## config.mk

```make
export PLATFORM = sky130hd
export DESIGN_NAME = uef_top
export DESIGN_NICKNAME = d
export VERILOG_FILES = /design/src/hw/uef_pkg.sv /design/src/hw/uef_top.sv /design/src/hw/uef_sticky_flags.sv /design/src/hw/uef_turnaround_timer.sv
export VERILOG_INCLUDE_DIRS = /design/src /design/src/hw
export SDC_FILE = /design/constraint.sdc
export NUM_CORES = 1
export LEC_CHECK = 0
export ABC_AREA = 1
export BUFFER_PORTS_ARGS = -buffer_cell sky130_fd_sc_hd__buf_2
export CAP_MARGIN = 20
export CORE_MARGIN = 2
export CORE_UTILIZATION = 30
export DETAILED_ROUTE_END_ITERATION = 7
export PLACE_DENSITY = 0.66
export SLEW_MARGIN = 5
export SYNTH_ARGS = -nofsm -noshare
export SYNTH_HDL_FRONTEND = slang
export SYNTH_SLANG_ARGS = --single-unit
```

## constraint.sdc

```tcl
create_clock -name aclk -period 1.3 [get_ports aclk]
set_input_delay 0.325 -clock aclk [delete_from_list [all_inputs] [get_ports aclk]]
set_output_delay 0.325 -clock aclk [all_outputs]
set_load 0.01 [all_outputs]
```

## src/hw/uef_defs.svh

```systemverilog
// Purpose: Offsets, field positions, reset values and counts of the USB error flag block
// Assumes: Included by every design file that needs a constant
// Notes:   Definitions only
`ifndef UEF_DEFS_SVH
`define UEF_DEFS_SVH

// ----------------------------------------------------------------
// Bus geometry
// ----------------------------------------------------------------
`define UEF_ADDR_W        8
`define UEF_DATA_W        32
`define UEF_FLAG_W        8

// ----------------------------------------------------------------
// Register offsets (byte addresses)
// ----------------------------------------------------------------
`define UEF_OFS_FLAGS     8'h00
`define UEF_OFS_CLEAR     8'h04
`define UEF_OFS_ENABLE    8'h08
`define UEF_OFS_CTRL      8'h0c

// ----------------------------------------------------------------
// Flag positions in usb_error_flags and the host mode bit of the control register
// ----------------------------------------------------------------
`define UEF_BIT_STUFF     7
`define UEF_BIT_BUSADDR   6
`define UEF_BIT_MEMXFER   5
`define UEF_BIT_TURN      4
`define UEF_BIT_DFSIZE    3
`define UEF_BIT_CRC16     2
`define UEF_BIT_SHARED    1
`define UEF_BIT_PID       0
`define UEF_CTRL_HOST     0

// ----------------------------------------------------------------
// Reset values
// ----------------------------------------------------------------
`define UEF_FLAGS_RST     8'h00
`define UEF_ENABLE_RST    8'h00
`define UEF_RDATA_RST     32'h0000_0000

// ----------------------------------------------------------------
// Responses and counts
// ----------------------------------------------------------------
`define UEF_RESP_OKAY     2'h0
`define UEF_RESP_SLVERR   2'h2
`define UEF_TA_CNT_W      5
`define UEF_TA_LIMIT      5'h10

`endif

```

## src/hw/uef_pkg.sv

```systemverilog
// Purpose: Types shared by the USB error flag block
// Assumes: Constants live in uef_defs.svh
// Notes:   Types only
`default_nettype none
package uef_pkg;

   // ----------------------------------------------------------------
   // Register selection
   // ----------------------------------------------------------------
   typedef enum logic [2:0] {
      UEF_REG_FLAGS  = 3'h0,
      UEF_REG_CLEAR  = 3'h1,
      UEF_REG_ENABLE = 3'h2,
      UEF_REG_CTRL   = 3'h3,
      UEF_REG_NONE   = 3'h4
   } uef_reg_type;

   // ----------------------------------------------------------------
   // Turnaround watch states
   // ----------------------------------------------------------------
   typedef enum logic [1:0] {
      UEF_TA_IDLE = 2'b01,
      UEF_TA_WAIT = 2'b10
   } uef_ta_state_type;

endpackage
`default_nettype wire

```

## src/hw/uef_top.sv

```systemverilog
// Purpose: USB error detection flags with an AXI4-Lite register slave
// Assumes: Link events arrive as single-cycle pulses synchronous to aclk
// Notes:   Flags set one edge after their event; irq follows one edge later
`timescale 1ns/1ns
`default_nettype none
`include "uef_defs.svh"

// Behaviour
// - A received packet with a bit stuffing violation is rejected and sets flag bit 7.
// - An invalid descriptor table base or buffer address sets flag bit 6.
// - A memory bus grant that comes too late, overflowing or underflowing, sets bit 5.
// - A received data packet truncated for lack of buffer room also sets bit 5.
// - More than sixteen idle bit times after an end of packet with no response set bit 4.
// - A data field that is not a whole number of bytes sets bit 3; whole bytes leave it.
// - A data packet failing its 16-bit CRC is rejected and sets bit 2; passing ones with no bit stuffing violation are accepted.
// - In host mode bit 1 reports traffic still in progress as the frame countdown hits zero.
// - Each flag holds until software writes a one to it; a zero write leaves it unchanged.
// - Hardware sets flags independently of software writes, and all are clear after reset.
// - Bits 31 to 8 of the flag register always read as zero.
module uef_top (
   input  wire logic                   aclk,
   input  wire logic                   aresetn,
   input  wire logic                   s_axi_awvalid,
   output logic                        s_axi_awready,
   input  wire logic [`UEF_ADDR_W-1:0] s_axi_awaddr,
   input  wire logic                   s_axi_wvalid,
   output logic                        s_axi_wready,
   input  wire logic [`UEF_DATA_W-1:0] s_axi_wdata,
   input  wire logic [3:0]             s_axi_wstrb,
   output logic                        s_axi_bvalid,
   input  wire logic                   s_axi_bready,
   output logic      [1:0]             s_axi_bresp,
   input  wire logic                   s_axi_arvalid,
   output logic                        s_axi_arready,
   input  wire logic [`UEF_ADDR_W-1:0] s_axi_araddr,
   output logic                        s_axi_rvalid,
   input  wire logic                   s_axi_rready,
   output logic      [`UEF_DATA_W-1:0] s_axi_rdata,
   output logic      [1:0]             s_axi_rresp,
   input  wire logic                   rx_pkt_end,
   input  wire logic                   rx_data_pkt,
   input  wire logic                   rx_stuff_err,
   input  wire logic                   rx_crc16_ok,
   input  wire logic [2:0]             rx_partial_bits,
   input  wire logic                   rx_truncated,
   input  wire logic                   bdt_addr_err,
   input  wire logic                   buf_addr_err,
   input  wire logic                   mem_grant_late,
   input  wire logic                   eop_seen,
   input  wire logic                   resp_start,
   input  wire logic                   bit_tick,
   input  wire logic                   sof_count_zero,
   input  wire logic                   link_busy,
   input  wire logic                   token_end,
   input  wire logic                   token_crc5_ok,
   input  wire logic                   pid_check,
   input  wire logic                   pid_ok,
   output logic      [`UEF_FLAG_W-1:0] usb_error_flags,
   output logic                        rx_pkt_accept,
   output logic                        rx_pkt_reject,
   output logic                        irq
);
   import uef_pkg::*;

   logic [`UEF_ADDR_W-1:0] awaddr_ff;
   logic                   aw_held_ff;
   logic [`UEF_DATA_W-1:0] wdata_ff;
   logic [3:0]             wstrb_ff;
   logic                   w_held_ff;
   logic                   awready_ff;
   logic                   wready_ff;
   logic                   bvalid_ff;
   logic [1:0]             bresp_ff;
   logic                   arready_ff;
   logic                   rvalid_ff;
   logic [`UEF_DATA_W-1:0] rdata_ff;
   logic [1:0]             rresp_ff;
   logic                   nxt_aw_held;
   logic                   nxt_w_held;
   logic                   nxt_bvalid;
   logic                   nxt_rvalid;
   logic                   wr_commit;
   uef_reg_type            wr_sel;
   logic [`UEF_FLAG_W-1:0] enable_ff;
   logic                   host_mode_ff;
   logic [`UEF_FLAG_W-1:0] set_vec;
   logic [`UEF_FLAG_W-1:0] clr_vec;
   logic [`UEF_FLAG_W-1:0] flags;
   logic                   turn_timeout;
   logic                   bad_pkt;
   logic                   accept_ff;
   logic                   reject_ff;
   logic                   irq_ff;

   function automatic uef_reg_type uef_decode(input logic [`UEF_ADDR_W-1:0] addr);
      case (addr)
         `UEF_OFS_FLAGS:  uef_decode = UEF_REG_FLAGS;
         `UEF_OFS_CLEAR:  uef_decode = UEF_REG_CLEAR;
         `UEF_OFS_ENABLE: uef_decode = UEF_REG_ENABLE;
         `UEF_OFS_CTRL:   uef_decode = UEF_REG_CTRL;
         default:         uef_decode = UEF_REG_NONE;
      endcase
   endfunction

   // ----------------------------------------------------------------
   // Write channels
   // ----------------------------------------------------------------
   assign wr_commit = aw_held_ff && w_held_ff && !bvalid_ff;
   assign wr_sel    = uef_decode(awaddr_ff);

   always_comb begin
      nxt_aw_held = aw_held_ff;
      nxt_w_held  = w_held_ff;
      nxt_bvalid  = bvalid_ff;
      if (s_axi_awvalid && awready_ff) begin
         nxt_aw_held = 1'b1;
      end
      if (s_axi_wvalid && wready_ff) begin
         nxt_w_held = 1'b1;
      end
      if (wr_commit) begin
         nxt_aw_held = 1'b0;
         nxt_w_held  = 1'b0;
         nxt_bvalid  = 1'b1;
      end else if (bvalid_ff && s_axi_bready) begin
         nxt_bvalid = 1'b0;
      end
   end

   always_ff @(posedge aclk) begin
      if (!aresetn) begin
         aw_held_ff <= 1'b0;
         w_held_ff  <= 1'b0;
         bvalid_ff  <= 1'b0;
         awready_ff <= 1'b0;
         wready_ff  <= 1'b0;
         awaddr_ff  <= '0;
         wdata_ff   <= '0;
         wstrb_ff   <= '0;
         bresp_ff   <= `UEF_RESP_OKAY;
      end else begin
         aw_held_ff <= nxt_aw_held;
         w_held_ff  <= nxt_w_held;
         bvalid_ff  <= nxt_bvalid;
         awready_ff <= !nxt_aw_held && !nxt_bvalid && !(w_held_ff && aw_held_ff);
         wready_ff  <= !nxt_w_held && !nxt_bvalid && !(w_held_ff && aw_held_ff);
         if (s_axi_awvalid && awready_ff) begin
            awaddr_ff <= s_axi_awaddr;
         end
         if (s_axi_wvalid && wready_ff) begin
            wdata_ff <= s_axi_wdata;
            wstrb_ff <= s_axi_wstrb;
         end
         if (wr_commit) begin
            bresp_ff <= (wr_sel == UEF_REG_NONE) ? `UEF_RESP_SLVERR : `UEF_RESP_OKAY;
         end
      end
   end

   // ----------------------------------------------------------------
   // Control registers
   // ----------------------------------------------------------------
   always_ff @(posedge aclk) begin
      if (!aresetn) begin
         enable_ff    <= `UEF_ENABLE_RST;
         host_mode_ff <= 1'b0;
      end else if (wr_commit && wstrb_ff[0]) begin
         if (wr_sel == UEF_REG_ENABLE) begin
            enable_ff <= wdata_ff[`UEF_FLAG_W-1:0];
         end
         if (wr_sel == UEF_REG_CTRL) begin
            host_mode_ff <= wdata_ff[`UEF_CTRL_HOST];
         end
      end
   end

   always_comb begin
      clr_vec = '0;
      if (wr_commit && wstrb_ff[0] &&
          (wr_sel == UEF_REG_FLAGS || wr_sel == UEF_REG_CLEAR)) begin
         clr_vec = wdata_ff[`UEF_FLAG_W-1:0];
      end
   end

   // ----------------------------------------------------------------
   // Read channel
   // ----------------------------------------------------------------
   assign nxt_rvalid = rvalid_ff ? !s_axi_rready : (s_axi_arvalid && arready_ff);

   always_ff @(posedge aclk) begin
      if (!aresetn) begin
         rvalid_ff  <= 1'b0;
         arready_ff <= 1'b0;
         rdata_ff   <= `UEF_RDATA_RST;
         rresp_ff   <= `UEF_RESP_OKAY;
      end else begin
         rvalid_ff  <= nxt_rvalid;
         arready_ff <= !nxt_rvalid;
         if (s_axi_arvalid && arready_ff) begin
            rdata_ff <= `UEF_RDATA_RST;
            rresp_ff <= `UEF_RESP_OKAY;
            case (uef_decode(s_axi_araddr))
               UEF_REG_FLAGS:  rdata_ff[`UEF_FLAG_W-1:0] <= flags;
               UEF_REG_CLEAR:  rdata_ff[`UEF_FLAG_W-1:0] <= '0;
               UEF_REG_ENABLE: rdata_ff[`UEF_FLAG_W-1:0] <= enable_ff;
               UEF_REG_CTRL:   rdata_ff[`UEF_CTRL_HOST]  <= host_mode_ff;
               default:        rresp_ff                  <= `UEF_RESP_SLVERR;
            endcase
         end
      end
   end

   // ----------------------------------------------------------------
   // Error detection
   // ----------------------------------------------------------------
   uef_turnaround_timer u_turn (
      .aclk       (aclk),
      .aresetn    (aresetn),
      .eop_seen   (eop_seen),
      .resp_start (resp_start),
      .bit_tick   (bit_tick),
      .timeout    (turn_timeout)
   );

   always_comb begin
      set_vec = '0;
      set_vec[`UEF_BIT_STUFF]   = rx_pkt_end && rx_stuff_err;
      set_vec[`UEF_BIT_BUSADDR] = bdt_addr_err || buf_addr_err;
      set_vec[`UEF_BIT_MEMXFER] = mem_grant_late || (rx_pkt_end && rx_truncated);
      set_vec[`UEF_BIT_TURN]    = turn_timeout;
      set_vec[`UEF_BIT_DFSIZE]  = rx_pkt_end && rx_data_pkt && (rx_partial_bits != 3'h0);
      set_vec[`UEF_BIT_CRC16]   = rx_pkt_end && rx_data_pkt && !rx_crc16_ok;
      set_vec[`UEF_BIT_SHARED]  = host_mode_ff ? (sof_count_zero && link_busy)
                                               : (token_end && !token_crc5_ok);
      set_vec[`UEF_BIT_PID]     = pid_check && !pid_ok;
   end

   uef_sticky_flags u_flags (
      .aclk    (aclk),
      .aresetn (aresetn),
      .set_vec (set_vec),
      .clr_vec (clr_vec),
      .flags   (flags)
   );

   assign bad_pkt = rx_stuff_err || (rx_data_pkt && !rx_crc16_ok);

   always_ff @(posedge aclk) begin
      if (!aresetn) begin
         accept_ff <= 1'b0;
         reject_ff <= 1'b0;
      end else begin
         accept_ff <= rx_pkt_end && !bad_pkt;
         reject_ff <= rx_pkt_end && bad_pkt;
      end
   end

   // ----------------------------------------------------------------
   // Interrupt
   // ----------------------------------------------------------------
   always_ff @(posedge aclk) begin
      if (!aresetn) begin
         irq_ff <= 1'b0;
      end else begin
         irq_ff <= |(flags & enable_ff);
      end
   end

   assign s_axi_awready   = awready_ff;
   assign s_axi_wready    = wready_ff;
   assign s_axi_bvalid    = bvalid_ff;
   assign s_axi_bresp     = bresp_ff;
   assign s_axi_arready   = arready_ff;
   assign s_axi_rvalid    = rvalid_ff;
   assign s_axi_rdata     = rdata_ff;
   assign s_axi_rresp     = rresp_ff;
   assign usb_error_flags = flags;
   assign rx_pkt_accept   = accept_ff;
   assign rx_pkt_reject   = reject_ff;
   assign irq             = irq_ff;
endmodule // uef_top
`default_nettype wire

```

## src/hw/uef_sticky_flags.sv

```systemverilog
// Purpose: Eight hardware-set, software-cleared sticky flags
// Assumes: Set and clear are single-cycle vectors
// Notes:   A set in the same cycle as a clear keeps the flag
`timescale 1ns/1ns
`default_nettype none
`include "uef_defs.svh"

module uef_sticky_flags (
   input  wire logic                   aclk,
   input  wire logic                   aresetn,
   input  wire logic [`UEF_FLAG_W-1:0] set_vec,
   input  wire logic [`UEF_FLAG_W-1:0] clr_vec,
   output logic      [`UEF_FLAG_W-1:0] flags
);
   import uef_pkg::*;

   logic [`UEF_FLAG_W-1:0] flags_ff;

   // ----------------------------------------------------------------
   // Flag cells
   // ----------------------------------------------------------------
   genvar i;
   generate
      for (i = 0; i < `UEF_FLAG_W; i = i + 1) begin : g_flag
         always_ff @(posedge aclk) begin
            if (!aresetn) begin
               flags_ff[i] <= 1'b0;
            end else if (set_vec[i]) begin
               flags_ff[i] <= 1'b1;
            end else if (clr_vec[i]) begin
               flags_ff[i] <= 1'b0;
            end
         end
      end
   endgenerate

   assign flags = flags_ff;

endmodule // uef_sticky_flags
`default_nettype wire

```

## src/hw/uef_turnaround_timer.sv

```systemverilog
// Purpose: Watches idle bit times after an end of packet
// Assumes: bit_tick pulses once per bit time
// Notes:   A response or a new end of packet stops or restarts the watch
`timescale 1ns/1ns
`default_nettype none
`include "uef_defs.svh"

module uef_turnaround_timer (
   input  wire logic aclk,
   input  wire logic aresetn,
   input  wire logic eop_seen,
   input  wire logic resp_start,
   input  wire logic bit_tick,
   output logic      timeout
);
   import uef_pkg::*;

   uef_ta_state_type          state_ff;
   uef_ta_state_type          nxt_state;
   logic [`UEF_TA_CNT_W-1:0]  cnt_ff;
   logic [`UEF_TA_CNT_W-1:0]  nxt_cnt;
   logic                      timeout_ff;
   logic                      nxt_timeout;

   // ----------------------------------------------------------------
   // Watch sequence
   // ----------------------------------------------------------------
   // more than sixteen idle bits
   always_comb begin
      nxt_state   = state_ff;
      nxt_cnt     = cnt_ff;
      nxt_timeout = 1'b0;
      case (state_ff)
         UEF_TA_IDLE: begin
            if (eop_seen) begin
               nxt_state = UEF_TA_WAIT;
               nxt_cnt   = '0;
            end
         end
         UEF_TA_WAIT: begin
            if (resp_start) begin
               nxt_state = UEF_TA_IDLE;
            end else if (eop_seen) begin
               nxt_cnt = '0;
            end else if (bit_tick) begin
               if (cnt_ff == `UEF_TA_LIMIT) begin
                  nxt_timeout = 1'b1;
                  nxt_state   = UEF_TA_IDLE;
               end else begin
                  nxt_cnt = cnt_ff + 1'b1;
               end
            end
         end
         default: begin
            nxt_state = UEF_TA_IDLE;
         end
      endcase
   end

   always_ff @(posedge aclk) begin
      if (!aresetn) begin
         state_ff   <= UEF_TA_IDLE;
         cnt_ff     <= '0;
         timeout_ff <= 1'b0;
      end else begin
         state_ff   <= nxt_state;
         cnt_ff     <= nxt_cnt;
         timeout_ff <= nxt_timeout;
      end
   end

   assign timeout = timeout_ff;
endmodule // uef_turnaround_timer
`default_nettype wire

```

### Word-level counts from Yosys, hierarchy flattened

Index checks and enable logic that the tools add are counted.

* register bits after elaboration: 64
* bits of input ports: 79
* output and inout bits: 52
* word-level logic and storage cells: 162

* add/sub/neg operators: 1
* equality and inequality tests: 23
* mux-type cells: 46
* bitwise logic cells: 4
* reduce and logical (&&, ||, !) cells: 59

Operator list (number)
* $eq 8x4->1 const B: 4
* $mux 1: 25
* $mux 5: 5
* $pmux 3 s4: 2
* $logic_and 1x1->1: 23
* $reduce_bool 2->1: 9
* $eq 8x3->1 const B: 2
* $logic_not 8->1: 2
* $mux 2: 7
* $pmux 7 s2: 1
* $eq 3x2->1 const B: 4
* $ne 3x3->1 const B: 4
* $logic_not 1->1: 11
* $pmux 5 s2: 1
* $and 8x8->8: 1
* $mux 8: 1
* $reduce_or 8->1: 1
* $eq 3x1->1 const B: 2
* $logic_not 3->1: 2
* $mux 3: 2
* $add 5x1->5 const B: 1
* $eq 5x5->1 const B: 1
* $reduce_and 5->1: 1
* $reduce_or 5->1: 1
* 13 further kinds: 20

### Longest topological paths before layout

* word-level depth: 8
* depth in mapped cells: 9
* gate-level depth less buffers: 9

### Modules after synthesis

Synthesis repeated with hierarchy kept, for this count alone.

* cells, all modules: 412
* area total of the unflattened synthesis: 2912.8 sq um

Modules (own cells, without submodules)
* uef_top: times used 1, cells an instance 300, area each 2152.1 sq um, seq. area each 920.9 sq um
* uef_turnaround_timer: times used 1, cells an instance 71, area each 466.7 sq um, seq. area each 160.2 sq um
* uef_sticky_flags: times used 1, cells an instance 41, area each 294.0 sq um, seq. area each 160.2 sq um

### Worst setup path before layout

OpenSTA, ideal clock, no wires.

* kind: register to register
* start point: register u_turn.cnt_ff[0]
* end point: register u_turn.cnt_ff[4]
* setup time: 0.070 ns
* arrival: 1.157 ns
* required time: 1.230 ns
* path slack: 0.073 ns
* cell stages (with the launch flop): 10
* period minus slack after synthesis: 1.227 ns
* cells stage by stage: dfxtp_1 -> inv_1 -> ha_1 -> nand2_1 -> nor3_4 -> nand2_1 -> nand2_1 -> nor2_2 -> nand2_1 -> a21oi_1

* longest elaborated chain between the ends: 6

RTL lines
* start, declared: line uef_turnaround_timer.sv:20 `` logic [`UEF_TA_CNT_W-1:0] cnt_ff; ``
* start signal, assigned: line uef_turnaround_timer.sv:67 `cnt_ff <= nxt_cnt;`
* $add 5x1->5: line uef_turnaround_timer.sv:50 `nxt_cnt = cnt_ff + 1'b1;`
* $mux 5: line uef_turnaround_timer.sv:46 `` if (cnt_ff == `UEF_TA_LIMIT) begin ``
* $mux 5: line uef_turnaround_timer.sv:45 `end else if (bit_tick) begin`
* $mux 5: line uef_turnaround_timer.sv:43 `end else if (eop_seen) begin`
* $mux 5: line uef_turnaround_timer.sv:41 `if (resp_start) begin`
* $pmux 5 s2: line uef_turnaround_timer.sv:33 `case (state_ff)`

Parallel ways exist; a longest one is shown, timed or not. The select of a mux whose other input is x is not followed.
A chain may end at the register's enable or synchronous reset.

### Final worst setup path

* start point: register u_turn.cnt_ff[0]
* end point: register u_turn.cnt_ff[3]

The elaborated chain is that of the path after synthesis.

==> flow_results.org <==
** Synthesis
- Adder and majority gate portion of the synthesized area :: 0.853%
- Count leader, synth :: sky130_fd_sc_hd__nand2_1
- Top cells by area, synth :: sky130_fd_sc_hd__dfxtp_1, sky130_fd_sc_hd__nand2_1, sky130_fd_sc_hd__nor2_1, sky130_fd_sc_hd__buf_4, sky130_fd_sc_hd__nand3_1
- Post-Synth Simple-Gate Area :: 32.5%
- Share of the synthesized area in the top cell type :: 42.3%
- Yosys warning total :: 0
- In the synthesized netlist, mux cells make up 0% of the area.
- Fraction of registers with async set/reset :: 0%
- Main combinational cell family by area after synthesis :: simple AND/OR/NAND/NOR gates
- Summing every instance area after synthesis gives 0.00294 mm2.
- In this run, synthesis produced a sequential element count of 62.
- By count the netlist is led by sky130_fd_sc_hd__nand2_1, sky130_fd_sc_hd__dfxtp_1, sky130_fd_sc_hd__nor2_1.
- Yosys cell types :: 36
- Synth Area in Compound Gates :: 11.2%
- Cell accounting for the most synthesized area :: sky130_fd_sc_hd__dfxtp_1
- Synthesis handed over a netlist of 399 instances.
- Share of the yosys chip area belonging to registers :: 42.3%
- The most used flip-flop cell after synthesis is sky130_fd_sc_hd__dfxtp_1.
- Post-synthesis share of cell area spent on xor and xnor gates :: 0%
- After synthesis, the mean cell area works out to 7.36 um2.
- Yosys mapped a number of flops with a built-in enable equal to 0.

** Route
- Routed Wire Length :: 7290 um
- DR iter-0 viols :: 93
- After detailed routing, the number of remaining DRC violations is 0.
- Remaining antenna violation count :: 0
- The first TritonRoute pass finished after 6 iterations.
- Summing over every cut layer, the via total after detailed routing is 2831.
- Post-detailed-route wirelength per cell :: 11.5 um
- In the routed layout, each cell is associated on average with a via count of 4.47.

** Place
- Input and output buffers added on the ports amount to 77.
- Routability Congestion :: 0.772
- Detailed placement ended at an HPWL of 5350 um.

** Pwr
- For this design the static power due to leakage is 1.75 nW.
- Across the VDD grid, the largest voltage drop is 0.000696 V.
- Pwr Total :: 4.62 mW
- Power spread over the standard cell area amounts to 1210 mW/mm2.

** Layout
- After filler insertion, the fill cell instance count of the layout stands at 1009.
- The repair_antennas step left the layout with diodes totalling 0.
- Cells with a size suffix above 1 make up 31.4% of the layout.
- From synthesis to final layout, the design area changed by 30.4%.
- Number of nets at the end of the flow :: 576

** Setup path
- The worst register-to-register path begins at u_turn.cnt_ff[0].
- Kind of critical path :: reg2reg
- Crit path launch type :: flop
- R2R Path End :: u_turn.cnt_ff[3]
- Crit Path Max Fanout :: 3
- Worst path required time :: 1.52 ns
- In this run the register-to-register setup slack is -0.02 ns.
- Signal arrival time at the worst endpoint :: 1.54 ns
- The worst register-to-register path has a depth of 9.
- Tracing the worst setup path back leads to its startpoint at u_turn.cnt_ff[0].
- STA classifies the critical path endpoint as a flop.

** STA
- In the final timing run, aggregate negative setup slack is -0.0353 ns.
- Derived from the worst setup path, the maximum achievable clock frequency is 757 MHz.
- In the post-route analysis, the smallest setup slack over all paths is -0.0213 ns.
- Time the worst path needs with I/O delays and setup :: 1.32 ns
- Setup repair after global routing missed its margin :: yes
- Setup violations remaining at the end of the flow were counted as 4.
- Maximum clock skew at final layout :: 0.00889 ns
- The final hold violation count came to 0.
- The final number of max-transition violations came to 0.
- Of the available clock period, the critical path in the final layout requires 102%.

** Flow run
- Maxcap violations :: 0

** Floorplanning
- Core region area :: 0.00964 mm2
- The die covers 0.0106 mm2.
- Vertical die dimension :: 103 um
- Once the floorplan was initialized, standard cells occupied 30.5% of the core.
- During I/O placement, the number of pins put on the boundary was 131.
- The die is 103 um wide.
- Placement Rows :: 36

** Clocking
- Clock transition at the registers of the reported paths :: 0.07 ns
- Depth of the CTS H-tree :: 3
- Clock tree synthesis selected as its root buffer the cell sky130_fd_sc_hd__clkbuf_8.
- In this run the deepest clock path goes through 2 buffers.
- Post-CTS Hold Fix Bufs :: 0
- TritonCTS built the clock tree.
- Clock tree synthesis inserted a total of 9 buffers.
- The clock net in this run drives a total of 62 sinks.
- Clock latency on the worst-skew pair, taken at its later pin, is 0.33 ns.

** Run status
- Result of the run :: complete, but fails checks
- The final reports fail on setup timing.

** GRT
- The via count of the first global-routing pass is 2473.
- Remaining Overflow, GRT :: 0
- The number of antenna violations at the first check in global routing is 0.
- Overall routing resource usage :: 13.6%
- Entering global routing, the biggest net connects 29 pins.
- The first global-routing pass estimated 11200 um of wire.

** Min path
- The worst hold path begins at resp_start.
- In this run the worst hold path is classified as in2reg.
- End of the worst hold path :: u_turn.timeout
- Cell depth of the worst hold path :: 2
[power breakdown]
group / total (mW) / switching (mW) / internal [mW]
Clock: 1.95 / 0.715 / 1.24
Combinational: 0.600 / 0.369 / 0.231
Sequential: 2.07 / 0.0769 / 1.99
Total: 4.62 / 1.16 / 3.46
[registers in the layout (all words and copies together), names as in the netlist, 2 cells and up]
register         cells
awaddr_ff            8
enable_ff            8
s_axi_rdata          8
u_flags.flags        8
u_turn.cnt_ff        5
u_turn.state_ff      2
wdata_ff             8
[through the flow]
step	instances	hold slack [ns]	util (%)	area, um2	setup slack [ns]
floorplan	424	0.404	-	3030	0.0725
global placement	607	0.425	35.3	3400	0.00610
detailed placement	607	0.438	35.3	3400	-0.0380
CTS	623	0.191	37.8	3640	0.00260
global route	633	0.173	39.7	3830	-0.106
finish	633	0.195	39.7	3830	-0.0213
[worst max-delay path, stage by stage, from the launching register on]
cell                      delay (ns)
sky130_fd_sc_hd__dfxtp_2        0.33
sky130_fd_sc_hd__inv_2          0.07
sky130_fd_sc_hd__ha_4           0.13
sky130_fd_sc_hd__nand2_4        0.05
sky130_fd_sc_hd__nor3_4         0.21
sky130_fd_sc_hd__nand2_2        0.13
sky130_fd_sc_hd__nand2_2        0.12
sky130_fd_sc_hd__nor2_4         0.05
sky130_fd_sc_hd__nand2_1        0.07
sky130_fd_sc_hd__a21oi_2        0.06
[cell type report]
cell class	count	area, um2	area share [%]
Clock inverter	3	65.1	1.70
Timing Repair Buffer	95	546	14.2
Inverter	27	115	3.01
Clock buffer	13	169	4.41
Sequential cell	62	1250	32.5
Tap cell	133	166	4.35
Multi-Input combinational cell	300	1520	39.7
[logic make-up after synthesis]
family / count (synthesis)
fa+ha+maj: 2
buf+inv: 63
simple gates: 210
flops: 62
compound gates: 61
other cells: 1
[placed cells by master (no fill, tap or decap), types with 7 or more instances in the layout]
| cell type | netlist | routed |
|---|---|---|
| sky130_fd_sc_hd__inv_2 | 5 | 8 |
| sky130_fd_sc_hd__inv_1 | 20 | 17 |
| sky130_fd_sc_hd__nand3_2 | 1 | 7 |
| sky130_fd_sc_hd__clkbuf_8 | 2 | 12 |
| sky130_fd_sc_hd__dfxtp_1 | 62 | 58 |
| sky130_fd_sc_hd__buf_2 | 4 | 77 |
| sky130_fd_sc_hd__nand2_1 | 92 | 88 |
| sky130_fd_sc_hd__nor2_1 | 61 | 56 |
| sky130_fd_sc_hd__o21ai_0 | 19 | 19 |
| sky130_fd_sc_hd__conb_1 | 1 | 26 |
| sky130_fd_sc_hd__nand3_1 | 34 | 27 |
| sky130_fd_sc_hd__a21oi_1 | 32 | 30 |
| sky130_fd_sc_hd__buf_4 | 26 | 16 |
[repair_timing]
action,CTS,global route
cloned,0,1
pin swaps,0,17
setup endpoints to repair,4,22
buffers inserted,0,9
resized for setup,1,31
[how the worst max path moves through the flow]
stage	slack (ns)	to	cells after the start
2_1_floorplan	0.07	u_turn.cnt_ff[4]	9
3_3_place_gp	0.006	u_turn.timeout	6
3_5_place_dp	-0.04	s_axi_rdata[0]	8
4_1_cts	0.003	u_turn.timeout	6
5_1_grt	-0.11	u_turn.cnt_ff[3]	9
6_report	-0.02	u_turn.cnt_ff[3]	9
[layer usage]
layer | global-route usage (%) | share of wire (%) | vias to the layer above
met2 | 23.1 | 50 | 94
met3 | 4.54 | 6.2 | 9
met5 | 0 | 0 | -
met1 | 16.3 | 43 | 1292
met4 | 4.35 | 1.2 | 0
li1 | - | - | 1436
No activity file was read; power rests on OpenSTA's default activity.
